**config.mk**
```make
export PLATFORM = sky130hd
export DESIGN_NAME = eis_interrupt_status
export DESIGN_NICKNAME = d
export VERILOG_FILES = /design/src/eis_pkg.sv /design/src/eis_edge.sv /design/src/eis_interrupt_status.sv
export SDC_FILE = /design/constraint.sdc
export NUM_CORES = 1
export LEC_CHECK = 0
export ABC_AREA = 1
export BUFFER_PORTS_ARGS = -buffer_cell sky130_fd_sc_hd__buf_2
export CAP_MARGIN = 15
export CORE_ASPECT_RATIO = 0.7
export CORE_MARGIN = 2
export CORE_UTILIZATION = 54
export DETAILED_ROUTE_END_ITERATION = 8
export PLACE_DENSITY_LB_ADDON = 0.3
export SLEW_MARGIN = 20
export SYNTH_ARGS = -nofsm -noshare
export SYNTH_HDL_FRONTEND = slang
export SYNTH_SLANG_ARGS = --single-unit
```
**constraint.sdc**
```tcl
create_clock -name aclk -period 2.21 [get_ports aclk]
set_clock_uncertainty 0.2 [all_clocks]
set_input_delay 0.221 -clock aclk [delete_from_list [all_inputs] [get_ports aclk]]
set_output_delay 0.221 -clock aclk [all_outputs]
set_load 0.03 [all_outputs]
```
**src/eis_pkg.sv**
```systemverilog
package eis_pkg;

   // register byte addresses
   localparam logic [7:0] ADDR_INTERRUPT_STATUS = 8'h58;
   localparam logic [7:0] ADDR_IRQ_ENABLE       = 8'h5C;
   localparam logic [7:0] ADDR_BYTE_ORDER_TEST  = 8'h64;
   localparam logic [7:0] ADDR_EVENT_CONTROL    = 8'hC0;
   localparam logic [7:0] ADDR_IRQ_STATE        = 8'hC4;

   // status bit positions
   localparam int BIT_SOFTWARE_IRQ      = 31;
   localparam int BIT_TRANSMIT_HALTED   = 25;
   localparam int BIT_RECEIVE_HALTED    = 24;
   localparam int BIT_DROP_MIDPOINT     = 23;
   localparam int BIT_TX_BUFFER_DONE    = 21;
   localparam int BIT_RX_DMA_DONE       = 20;
   localparam int BIT_TIMER_WRAP        = 19;
   localparam int BIT_PHY_EVENT         = 18;
   localparam int BIT_POWER_EVENT       = 17;
   localparam int BIT_TX_STATUS_OVF     = 16;
   localparam int BIT_RX_OVERSIZE       = 15;
   localparam int BIT_RX_ERROR          = 14;
   localparam int BIT_TX_ERROR          = 13;
   localparam int BIT_TX_DATA_UNDERRUN  = 11;
   localparam int BIT_TX_DATA_OVERRUN   = 10;
   localparam int BIT_TX_SPACE_AVAIL    = 9;
   localparam int BIT_TX_STATUS_FULL    = 8;
   localparam int BIT_TX_STATUS_LEVEL   = 7;
   localparam int BIT_FRAME_DROPPED     = 6;
   localparam int BIT_RX_DATA_LEVEL     = 5;
   localparam int BIT_RX_STATUS_FULL    = 4;
   localparam int BIT_RX_STATUS_LEVEL   = 3;
   localparam int BIT_PIN_EVENT_LSB     = 0;

   // implemented status bits (reserved 30-26 and 12 excluded)
   localparam logic [31:0] STATUS_IMPL_MASK  = 32'h83FFEFFF;
   // host-clearable bits: all implemented except the phy bit
   localparam logic [31:0] STATUS_CLEAR_MASK = 32'h83FBEFFF;

   localparam logic [31:0] RESET_STATUS      = 32'h00000000;
   localparam logic [31:0] RESET_ENABLE      = 32'h00000000;
   localparam logic [31:0] BYTE_TEST_VALUE   = 32'h87654321;

   // event control register fields
   localparam int CTRL_SOFTWARE_IRQ_EN = 0;
   localparam int CTRL_STOP_TRANSMIT   = 1;

   // drop counter midpoint crossing and timer wrap value
   localparam logic [31:0] DROP_BEFORE_MID = 32'h7FFFFFFF;
   localparam logic [31:0] DROP_AFTER_MID  = 32'h80000000;
   localparam logic [15:0] TIMER_WRAP_VAL  = 16'hFFFF;

   localparam logic [1:0] RESP_OKAY   = 2'b00;
   localparam logic [1:0] RESP_SLVERR = 2'b10;

endpackage : eis_pkg

```
**src/eis_edge.sv**
```systemverilog
`timescale 1ns/1ps
`default_nettype none

// rising edge detector on a same-clock level
module eis_edge #(
   parameter int WIDTH = 1                          // lanes
) (
   input  wire logic             aclk,              // clock
   input  wire logic             aresetn,           // sync reset, low
   input  wire logic [WIDTH-1:0] level,             // level in
   output logic      [WIDTH-1:0] rise               // one-cycle pulse
);

   logic [WIDTH-1:0] last;

   // previous level; reset low so a level high out of reset counts once
   always_ff @(posedge aclk)
   begin
      if (!aresetn)
         last <= '0;
      else
         last <= level;
   end

   assign rise = level & ~last;

endmodule : eis_edge

`default_nettype wire

```
**src/eis_interrupt_status.sv**
```systemverilog
//////////////////////////////////////////////////////////////////////////////
//////////////////////////////////////////////////////////////////////////////
`timescale 1ns/1ps
`default_nettype none

module eis_interrupt_status #(
   parameter int PIN_COUNT = 3                      // gpio event lanes
) (
   input  wire logic                 aclk,          // 25 MHz clock
   input  wire logic                 aresetn,       // sync reset, low
   // axi4-lite slave
   input  wire logic [7:0]           s_axi_awaddr,  // write address
   input  wire logic                 s_axi_awvalid, // write addr valid
   output logic                      s_axi_awready, // write addr ready
   input  wire logic [31:0]          s_axi_wdata,   // write data
   input  wire logic [3:0]           s_axi_wstrb,   // byte enables
   input  wire logic                 s_axi_wvalid,  // write data valid
   output logic                      s_axi_wready,  // write data ready
   output logic [1:0]                s_axi_bresp,   // write response
   output logic                      s_axi_bvalid,  // response valid
   input  wire logic                 s_axi_bready,  // response ready
   input  wire logic [7:0]           s_axi_araddr,  // read address
   input  wire logic                 s_axi_arvalid, // read addr valid
   output logic                      s_axi_arready, // read addr ready
   output logic [31:0]               s_axi_rdata,   // read data
   output logic [1:0]                s_axi_rresp,   // read response
   output logic                      s_axi_rvalid,  // read data valid
   input  wire logic                 s_axi_rready,  // read ready
   // event sources, same clock domain except pins with pin_sync_sel set
   input  wire logic                 tx_halted,     // transmitter idle
   input  wire logic                 rx_halted,     // receive engine halted
   input  wire logic [31:0]          drop_count,    // dropped frame count
   input  wire logic                 tx_buffer_done,// buffer loaded pulse
   input  wire logic                 tx_buffer_notify, // its notify flag
   input  wire logic                 rx_dma_done,   // dma count drained
   input  wire logic [15:0]          timer_count,   // timer value
   input  wire logic                 phy_event,     // phy irq pending
   input  wire logic                 power_event,   // power event detect
   input  wire logic                 tx_status_ovf, // status fifo ovf
   input  wire logic                 rx_oversize,   // packet over 2048 B
   input  wire logic                 rx_error,      // receiver error
   input  wire logic                 tx_error,      // transmitter error
   input  wire logic                 tx_underrun,   // tx data underrun
   input  wire logic                 tx_data_full,  // tx data fifo full
   input  wire logic                 tx_data_write, // host tx data write
   input  wire logic                 tx_space_above,// free > threshold
   input  wire logic                 tx_status_full,// tx status full
   input  wire logic                 tx_status_level, // tx status level
   input  wire logic                 frame_dropped, // frame drop pulse
   input  wire logic                 rx_data_level, // rx data level
   input  wire logic                 rx_status_full,// rx status full
   input  wire logic                 rx_status_level, // rx status level
   input  wire logic [PIN_COUNT-1:0] pin_events,    // selected gpio events
   input  wire logic [PIN_COUNT-1:0] pin_sync_sel,  // 1: pin needs sync
   // outputs
   output logic                      irq_request,   // internal irq line
   output logic                      power_irq,     // power event, no hold-off
   output logic                      wake_request,  // byte test written
   output logic                      stop_transmit  // stop-transmit control
);

   //////////////////////////////////////////////////////////////////////////
   // state

   logic [31:0]          interrupt_status;
   logic [31:0]          irq_enable;
   logic [1:0]           event_control;
   logic [31:0]          last_drop;
   logic [15:0]          last_timer;
   logic [PIN_COUNT-1:0] pin_s1;
   logic [PIN_COUNT-1:0] pin_s2;
   logic [PIN_COUNT-1:0] pin_s3;
   logic [PIN_COUNT-1:0] pin_stable;
   logic                 aw_held;
   logic                 w_held;
   logic [7:0]           aw_addr;
   logic [31:0]          w_data;
   logic [3:0]           w_strb;

   //////////////////////////////////////////////////////////////////////////
   // level sources become one-shot events so a cleared bit stays clear
   // while the condition lingers

   localparam int LEVELS = 10;
   logic [LEVELS-1:0] level_in;
   logic [LEVELS-1:0] level_rise;

   assign level_in = {event_control[eis_pkg::CTRL_SOFTWARE_IRQ_EN],
                      event_control[eis_pkg::CTRL_STOP_TRANSMIT] & tx_halted,
                      rx_halted,
                      power_event,
                      tx_space_above,
                      tx_status_full,
                      tx_status_level,
                      rx_data_level,
                      rx_status_full,
                      rx_status_level};

   eis_edge #(
      .WIDTH (LEVELS)
   ) u_level_edge (
      .aclk    (aclk),
      .aresetn (aresetn),
      .level   (level_in),
      .rise    (level_rise)
   );

   //////////////////////////////////////////////////////////////////////////
   // gpio pins: three flops, a rise counts once stages two and three agree

   always_ff @(posedge aclk)
   begin
      if (!aresetn)
      begin
         pin_s1     <= '0;
         pin_s2     <= '0;
         pin_s3     <= '0;
         pin_stable <= '0;
      end
      else
      begin
         pin_s1 <= pin_events;
         pin_s2 <= pin_s1;
         pin_s3 <= pin_s2;
         if (pin_s2 == pin_s3)
            pin_stable <= pin_s3;
      end
   end

   // pulses already on this clock bypass the synchroniser
   wire [PIN_COUNT-1:0] pin_hit =
      (pin_sync_sel & pin_s3 & ~pin_stable & (pin_s2 ~^ pin_s3)) |
      (~pin_sync_sel & pin_events);

   //////////////////////////////////////////////////////////////////////////
   // event vector, one bit per status position

   wire drop_mid  = (last_drop == eis_pkg::DROP_BEFORE_MID) &&
                    (drop_count == eis_pkg::DROP_AFTER_MID);
   wire timer_wrp = (last_timer == 16'h0000) &&
                    (timer_count == eis_pkg::TIMER_WRAP_VAL);

   logic [31:0] event_set;
   always_comb
   begin
      event_set = '0;
      event_set[eis_pkg::BIT_SOFTWARE_IRQ]     = level_rise[9];
      event_set[eis_pkg::BIT_TRANSMIT_HALTED]  = level_rise[8];
      event_set[eis_pkg::BIT_RECEIVE_HALTED]   = level_rise[7];
      event_set[eis_pkg::BIT_DROP_MIDPOINT]    = drop_mid;
      event_set[eis_pkg::BIT_TX_BUFFER_DONE]   =
         tx_buffer_done & tx_buffer_notify;
      event_set[eis_pkg::BIT_RX_DMA_DONE]      = rx_dma_done;
      event_set[eis_pkg::BIT_TIMER_WRAP]       = timer_wrp;
      event_set[eis_pkg::BIT_POWER_EVENT]      = level_rise[6];
      event_set[eis_pkg::BIT_TX_STATUS_OVF]    = tx_status_ovf;
      event_set[eis_pkg::BIT_RX_OVERSIZE]      = rx_oversize;
      event_set[eis_pkg::BIT_RX_ERROR]         = rx_error;
      event_set[eis_pkg::BIT_TX_ERROR]         = tx_error;
      event_set[eis_pkg::BIT_TX_DATA_UNDERRUN] = tx_underrun;
      event_set[eis_pkg::BIT_TX_DATA_OVERRUN]  =
         tx_data_full & tx_data_write;
      event_set[eis_pkg::BIT_TX_SPACE_AVAIL]   = level_rise[5];
      event_set[eis_pkg::BIT_TX_STATUS_FULL]   = level_rise[4];
      event_set[eis_pkg::BIT_TX_STATUS_LEVEL]  = level_rise[3];
      event_set[eis_pkg::BIT_FRAME_DROPPED]    = frame_dropped;
      event_set[eis_pkg::BIT_RX_DATA_LEVEL]    = level_rise[2];
      event_set[eis_pkg::BIT_RX_STATUS_FULL]   = level_rise[1];
      event_set[eis_pkg::BIT_RX_STATUS_LEVEL]  = level_rise[0];
      event_set[eis_pkg::BIT_PIN_EVENT_LSB +: PIN_COUNT] = pin_hit;
   end

   //////////////////////////////////////////////////////////////////////////
   // axi4-lite write path: address and data accepted in either order

   wire   wr_fire  = aw_held && w_held && !s_axi_bvalid;
   wire   wr_stat  = wr_fire && (aw_addr == eis_pkg::ADDR_INTERRUPT_STATUS);
   wire   wr_en    = wr_fire && (aw_addr == eis_pkg::ADDR_IRQ_ENABLE);
   wire   wr_test  = wr_fire && (aw_addr == eis_pkg::ADDR_BYTE_ORDER_TEST);
   wire   wr_ctrl  = wr_fire && (aw_addr == eis_pkg::ADDR_EVENT_CONTROL);
   wire   wr_hit   = wr_stat | wr_en | wr_test | wr_ctrl;
   wire [31:0] byte_mask = {{8{w_strb[3]}}, {8{w_strb[2]}},
                            {8{w_strb[1]}}, {8{w_strb[0]}}};

   // clear mask leaves the phy bit and reserved bits 30-26 and 12 untouchable
   wire [31:0] clear_bits = wr_stat ?
      (w_data & byte_mask & eis_pkg::STATUS_CLEAR_MASK) : 32'h0;

   // set wins over clear so no event slips by
   wire [31:0] next_interrupt_status =
      (((interrupt_status & ~clear_bits) | event_set) &
       eis_pkg::STATUS_IMPL_MASK & ~(32'h1 << eis_pkg::BIT_PHY_EVENT)) |
      ({31'h0, phy_event} << eis_pkg::BIT_PHY_EVENT);

   wire [31:0] next_irq_enable =
      (irq_enable & ~byte_mask) | (w_data & byte_mask);

   // stop bit as it stands after this edge, for the registered output
   wire next_ctrl_stop = (wr_ctrl && w_strb[0]) ?
      w_data[eis_pkg::CTRL_STOP_TRANSMIT] :
      event_control[eis_pkg::CTRL_STOP_TRANSMIT];

   // status latches every masked bit except the phy bit, which follows phy_event
   always_ff @(posedge aclk)
   begin
      if (!aresetn)
         interrupt_status <= eis_pkg::RESET_STATUS;
      else
         interrupt_status <= next_interrupt_status;
   end

   // enable mask and event control registers
   always_ff @(posedge aclk)
   begin
      if (!aresetn)
      begin
         irq_enable    <= eis_pkg::RESET_ENABLE;
         event_control <= 2'b00;
      end
      else
      begin
         if (wr_en)
            irq_enable <= next_irq_enable & eis_pkg::STATUS_IMPL_MASK;
         if (wr_ctrl && w_strb[0])
            event_control <= w_data[1:0];
      end
   end

   // address / data holding and response
   always_ff @(posedge aclk)
   begin
      if (!aresetn)
      begin
         aw_held      <= 1'b0;
         w_held       <= 1'b0;
         aw_addr      <= 8'h00;
         w_data       <= 32'h00000000;
         w_strb       <= 4'h0;
         s_axi_bvalid <= 1'b0;
         s_axi_bresp  <= eis_pkg::RESP_OKAY;
      end
      else
      begin
         if (s_axi_awvalid && s_axi_awready)
         begin
            aw_held <= 1'b1;
            aw_addr <= s_axi_awaddr;
         end
         if (s_axi_wvalid && s_axi_wready)
         begin
            w_held <= 1'b1;
            w_data <= s_axi_wdata;
            w_strb <= s_axi_wstrb;
         end
         if (wr_fire)
         begin
            aw_held      <= 1'b0;
            w_held       <= 1'b0;
            s_axi_bvalid <= 1'b1;
            s_axi_bresp  <= wr_hit ? eis_pkg::RESP_OKAY
                                   : eis_pkg::RESP_SLVERR;
         end
         else if (s_axi_bready)
            s_axi_bvalid <= 1'b0;
      end
   end

   // ready registered: one item per channel held until the write fires
   always_ff @(posedge aclk)
   begin
      if (!aresetn)
      begin
         s_axi_awready <= 1'b0;
         s_axi_wready  <= 1'b0;
      end
      else
      begin
         s_axi_awready <= !aw_held && !(s_axi_awvalid && s_axi_awready);
         s_axi_wready  <= !w_held && !(s_axi_wvalid && s_axi_wready);
      end
   end

   //////////////////////////////////////////////////////////////////////////
   // axi4-lite read path

   wire ar_fire = s_axi_arvalid && s_axi_arready;
   wire [31:0] read_mux =
      (s_axi_araddr == eis_pkg::ADDR_INTERRUPT_STATUS) ? interrupt_status :
      (s_axi_araddr == eis_pkg::ADDR_IRQ_ENABLE)       ? irq_enable :
      (s_axi_araddr == eis_pkg::ADDR_BYTE_ORDER_TEST)  ?
         eis_pkg::BYTE_TEST_VALUE :
      (s_axi_araddr == eis_pkg::ADDR_EVENT_CONTROL)    ?
         {30'h0, event_control} :
      (s_axi_araddr == eis_pkg::ADDR_IRQ_STATE)        ?
         {31'h0, irq_request} : 32'h00000000;
   wire rd_hit =
      (s_axi_araddr == eis_pkg::ADDR_INTERRUPT_STATUS) ||
      (s_axi_araddr == eis_pkg::ADDR_IRQ_ENABLE) ||
      (s_axi_araddr == eis_pkg::ADDR_BYTE_ORDER_TEST) ||
      (s_axi_araddr == eis_pkg::ADDR_EVENT_CONTROL) ||
      (s_axi_araddr == eis_pkg::ADDR_IRQ_STATE);

   always_ff @(posedge aclk)
   begin
      if (!aresetn)
      begin
         s_axi_arready <= 1'b0;
         s_axi_rvalid  <= 1'b0;
         s_axi_rdata   <= 32'h00000000;
         s_axi_rresp   <= eis_pkg::RESP_OKAY;
      end
      else
      begin
         s_axi_arready <= !s_axi_rvalid && !ar_fire;
         if (ar_fire)
         begin
            s_axi_rvalid <= 1'b1;
            s_axi_rdata  <= read_mux;
            s_axi_rresp  <= rd_hit ? eis_pkg::RESP_OKAY
                                   : eis_pkg::RESP_SLVERR;
         end
         else if (s_axi_rready)
            s_axi_rvalid <= 1'b0;
      end
   end

   //////////////////////////////////////////////////////////////////////////
   // history for crossing detectors and outputs

   always_ff @(posedge aclk)
   begin
      if (!aresetn)
      begin
         last_drop  <= 32'h00000000;
         last_timer <= eis_pkg::TIMER_WRAP_VAL;
      end
      else
      begin
         last_drop  <= drop_count;
         last_timer <= timer_count;
      end
   end

   // irq follows the next status, registered on the same edge as the latch
   always_ff @(posedge aclk)
   begin
      if (!aresetn)
      begin
         irq_request   <= 1'b0;
         power_irq     <= 1'b0;
         wake_request  <= 1'b0;
         stop_transmit <= 1'b0;
      end
      else
      begin
         irq_request   <= |(next_interrupt_status & irq_enable);
         // bypasses any hold-off stage downstream
         power_irq     <= next_interrupt_status[eis_pkg::BIT_POWER_EVENT] &
                          irq_enable[eis_pkg::BIT_POWER_EVENT];
         // only a byte test write wakes; power events never do
         wake_request  <= wr_test;
         stop_transmit <= next_ctrl_stop;
      end
   end

endmodule : eis_interrupt_status

`default_nettype wire

```
==> run metrics <==
outcome completed; Clock Tree Buf Depth 3; CP Cell Sequence nand3_2, nor2_4, buf_4, nand3_1, nand2_1, nand2_1, nand2_1, nand2_1, clkinv_1, nand2_1, nor2_1, nand2_1, nor2_1, nor2_1; crit path buf inv count 2; Setup Crit Path Kind flop to flop; Pleak 5.37 nW; 1st-pass router iterations 5; post-route insts no fill 1,627; final setup vio count 0; Die H 106 um; CTS clk-pin slew, worst paths 0.06 ns; number of vias per cell 5.01; vias in the first global route 7,639; remaining antenna violation count 0; Worst-Margin Slew 1.10 ns; Most Frequent Cell on Critical Path nand2_1; CP Max Fanout 10; final wirelength 24,000 um; Avg WL per Cell 14.8 um; # port buffers 165; crit path time final 2.12 ns; main flop type after synthesis dfxtp_1; crit path max-delay cell type dfxtp_1; Hold Path Class input port to flop; crit end category flop; share of cells above drive strength 1 0.159; final critical-path share of the clock period 0.958; total power 7.86 mW; dpl cells 1,454; max-cap viol count 0; core area 14,700 um^2; slowest cell delay on critical path 0.43 ns; Initial Utilization 0.552; asr flop ratio synth 0; post-synthesis sequential area ratio 0.499; row count 37; hpwl dp 14,900 um; Max H-tree Level 1; CP delay by family, top simple AND/OR/NAND/NOR gates; Netlist cell types 38; first-pass GRT wire length 37,400 um; Slew Limit Headroom 0.267; Nets 1,554; Max Freq 0.472 GHz; initial antenna violation count 0; GP Congestion 0.861; TritonCTS sink count 202; Post-Syn Area per Cell 7.17 um^2; Initial DRC Count 609; PwrDens 713 nW/um^2; max-slew violations 0; most frequent cell after synthesis nand2_1; CTS Root Cell clkbuf_16; Data arrival, critical path 2.29 ns; synth cell count leaders nand2_1 (269), dfxtp_1 (202), nor2_1 (165), inv_1 (153), o21ai_0 (91); TritonCTS Buffers 19; largest cells by area after synthesis dfxtp_1 (50%), nand2_1 (12%), nor2_1 (7.6%); setup repair bufs after CTS 0; r2r setup slk 0.09 ns; CTS tree done; synthesized flop and latch total 202; Post-synth EDFFs 0; Die X 150 um; cells after synthesis 1,130; synthesized area 8100 um^2; WHS 0.0713 ns; peak supply drop 0.572 mV; # fillers 1,130; Clock Latency Late Sink 0.49 ns; grt total ovfl 0; Synth top area share 0.499; die area 16,000 um^2; drt drc 0; RSZ-0062 raised after global routing true; largest net degree at the start of global routing 54; YS warnings 0; Area Growth Syn to Fin 36.1%; Synth area leader dfxtp_1; CP Launch Type flop; gr usage total 0.296; WP data required 2.39 ns; Top-Level Pins 179; Diodes inserted 0; Hold Violations, Final 0; routed vias 8,147
==> tightest hold or removal path: cells and delay by family <==
family | cells | cell delay, ns
AND/OR/NAND/NOR | 3 | 0.16
AO/OA/AOI/OAI | 2 | 0.24
buffers and inverters | 1 | 0.09
==> power breakdown <==
| part | internal (mW) | switching (mW) |
|---|---|---|
| Clock | 1.70 | 1.35 |
| Combinational | 0.412 | 0.475 |
| Sequential | 3.81 | 0.116 |
| Total | 5.92 | 1.94 |
==> logic make-up (layout without fill, tap and decap cells) <==
| logic type | Yosys count | count (layout) | synth area share |
|---|---|---|---|
| compound gates | 187 | 187 | 0.124 |
| xor+xnor | 2 | 2 | 0.00216 |
| buf+inv | 216 | 512 | 0.107 |
| flops | 202 | 202 | 0.499 |
| other cells | 1 | 7 | 0.000463 |
| simple gates | 522 | 522 | 0.268 |
==> through the flow <==
| step | setup WS [ns] | utilization | cell area [um^2] | TNS, ns |
|---|---|---|---|---|
| global placement | 0.118 | 0.617 | 9050 | 0 |
| global route | -0.111 | 0.751 | 11000 | -0.111 |
| finish | 0.0920 | 0.751 | 11000 | 0 |
| detailed placement | 0.0184 | 0.617 | 9050 | 0 |
| CTS | 0.0908 | 0.751 | 11000 | 0 |
| floorplan | 0.320 | - | 8120 | 0 |
==> final timing paths <==
path                           startpoint                          end  cells past startpoint
setup / recovery  aw_addr[3]$_SDFFE_PN0P_       irq_request$_SDFF_PN0_                     14
hold / removal            s_axi_araddr[2]  s_axi_rdata[1]$_SDFFE_PN0P_                      6
setup reg to reg  aw_addr[3]$_SDFFE_PN0P_       irq_request$_SDFF_PN0_                     14
hold reg to reg      pin_s1[2]$_SDFF_PN0_         pin_s2[2]$_SDFF_PN0_                      2
==> cell usage in the layout (no fill, tap or decap), types with 2 or more instances in the layout <==
cell             n
nand3_1         38
a21oi_1         65
clkbuf_16       19
xor2_1           2
o21ai_1          3
a41oi_1          2
nand2_2          3
nor2_1         165
buf_4           15
inv_2            2
inv_1          152
or2_2           10
conb_1           7
clkbuf_1         7
clkbuf_8         3
dfxtp_1        202
nand3b_1        10
nor3_1          13
nand4_1          7
nand2_1        267
clkinv_2         3
o211ai_1        11
o21ai_0         90
clkinv_1         5
dlygate4sd3_1  140
nor4_1           2
a31oi_1         11
buf_2          164
==> metal layers <==
metal | routed length, um | GRT usage | share of wire | vias to the layer above
li1 | - | - | - | 4090
met1 | 10900 | 0.420 | 0.45 | 3671
met2 | 10300 | 0.453 | 0.43 | 345
met3 | 2290 | 0.0687 | 0.095 | 41
met4 | 512 | 0.0755 | 0.021 | 0
met5 | 0 | 0 | 0 | -
==> layout make-up <==
| cell class | instances | area, um^2 | area share |
|---|---|---|---|
| inverters | 159 | 597 | 0.0541 |
| repair buffers | 320 | 2350 | 0.214 |
| well taps | 195 | 244 | 0.0221 |
| clock buffers | 29 | 543 | 0.0493 |
| multi-input cells | 718 | 3220 | 0.292 |
| clock inverters | 4 | 23.8 | 0.00216 |
| flip-flops and latches | 202 | 4040 | 0.367 |
==> timing repair <==
| item | 4_1_cts | 5_1_grt |
|---|---|---|
| resized for setup | 0 | 3 |
| hold buffers | 140 | 0 |
| endpoints found under the hold margin | 130 | 0 |
| endpoints found under the setup margin | 0 | 9 |
(Power assumes the default switching activity.)
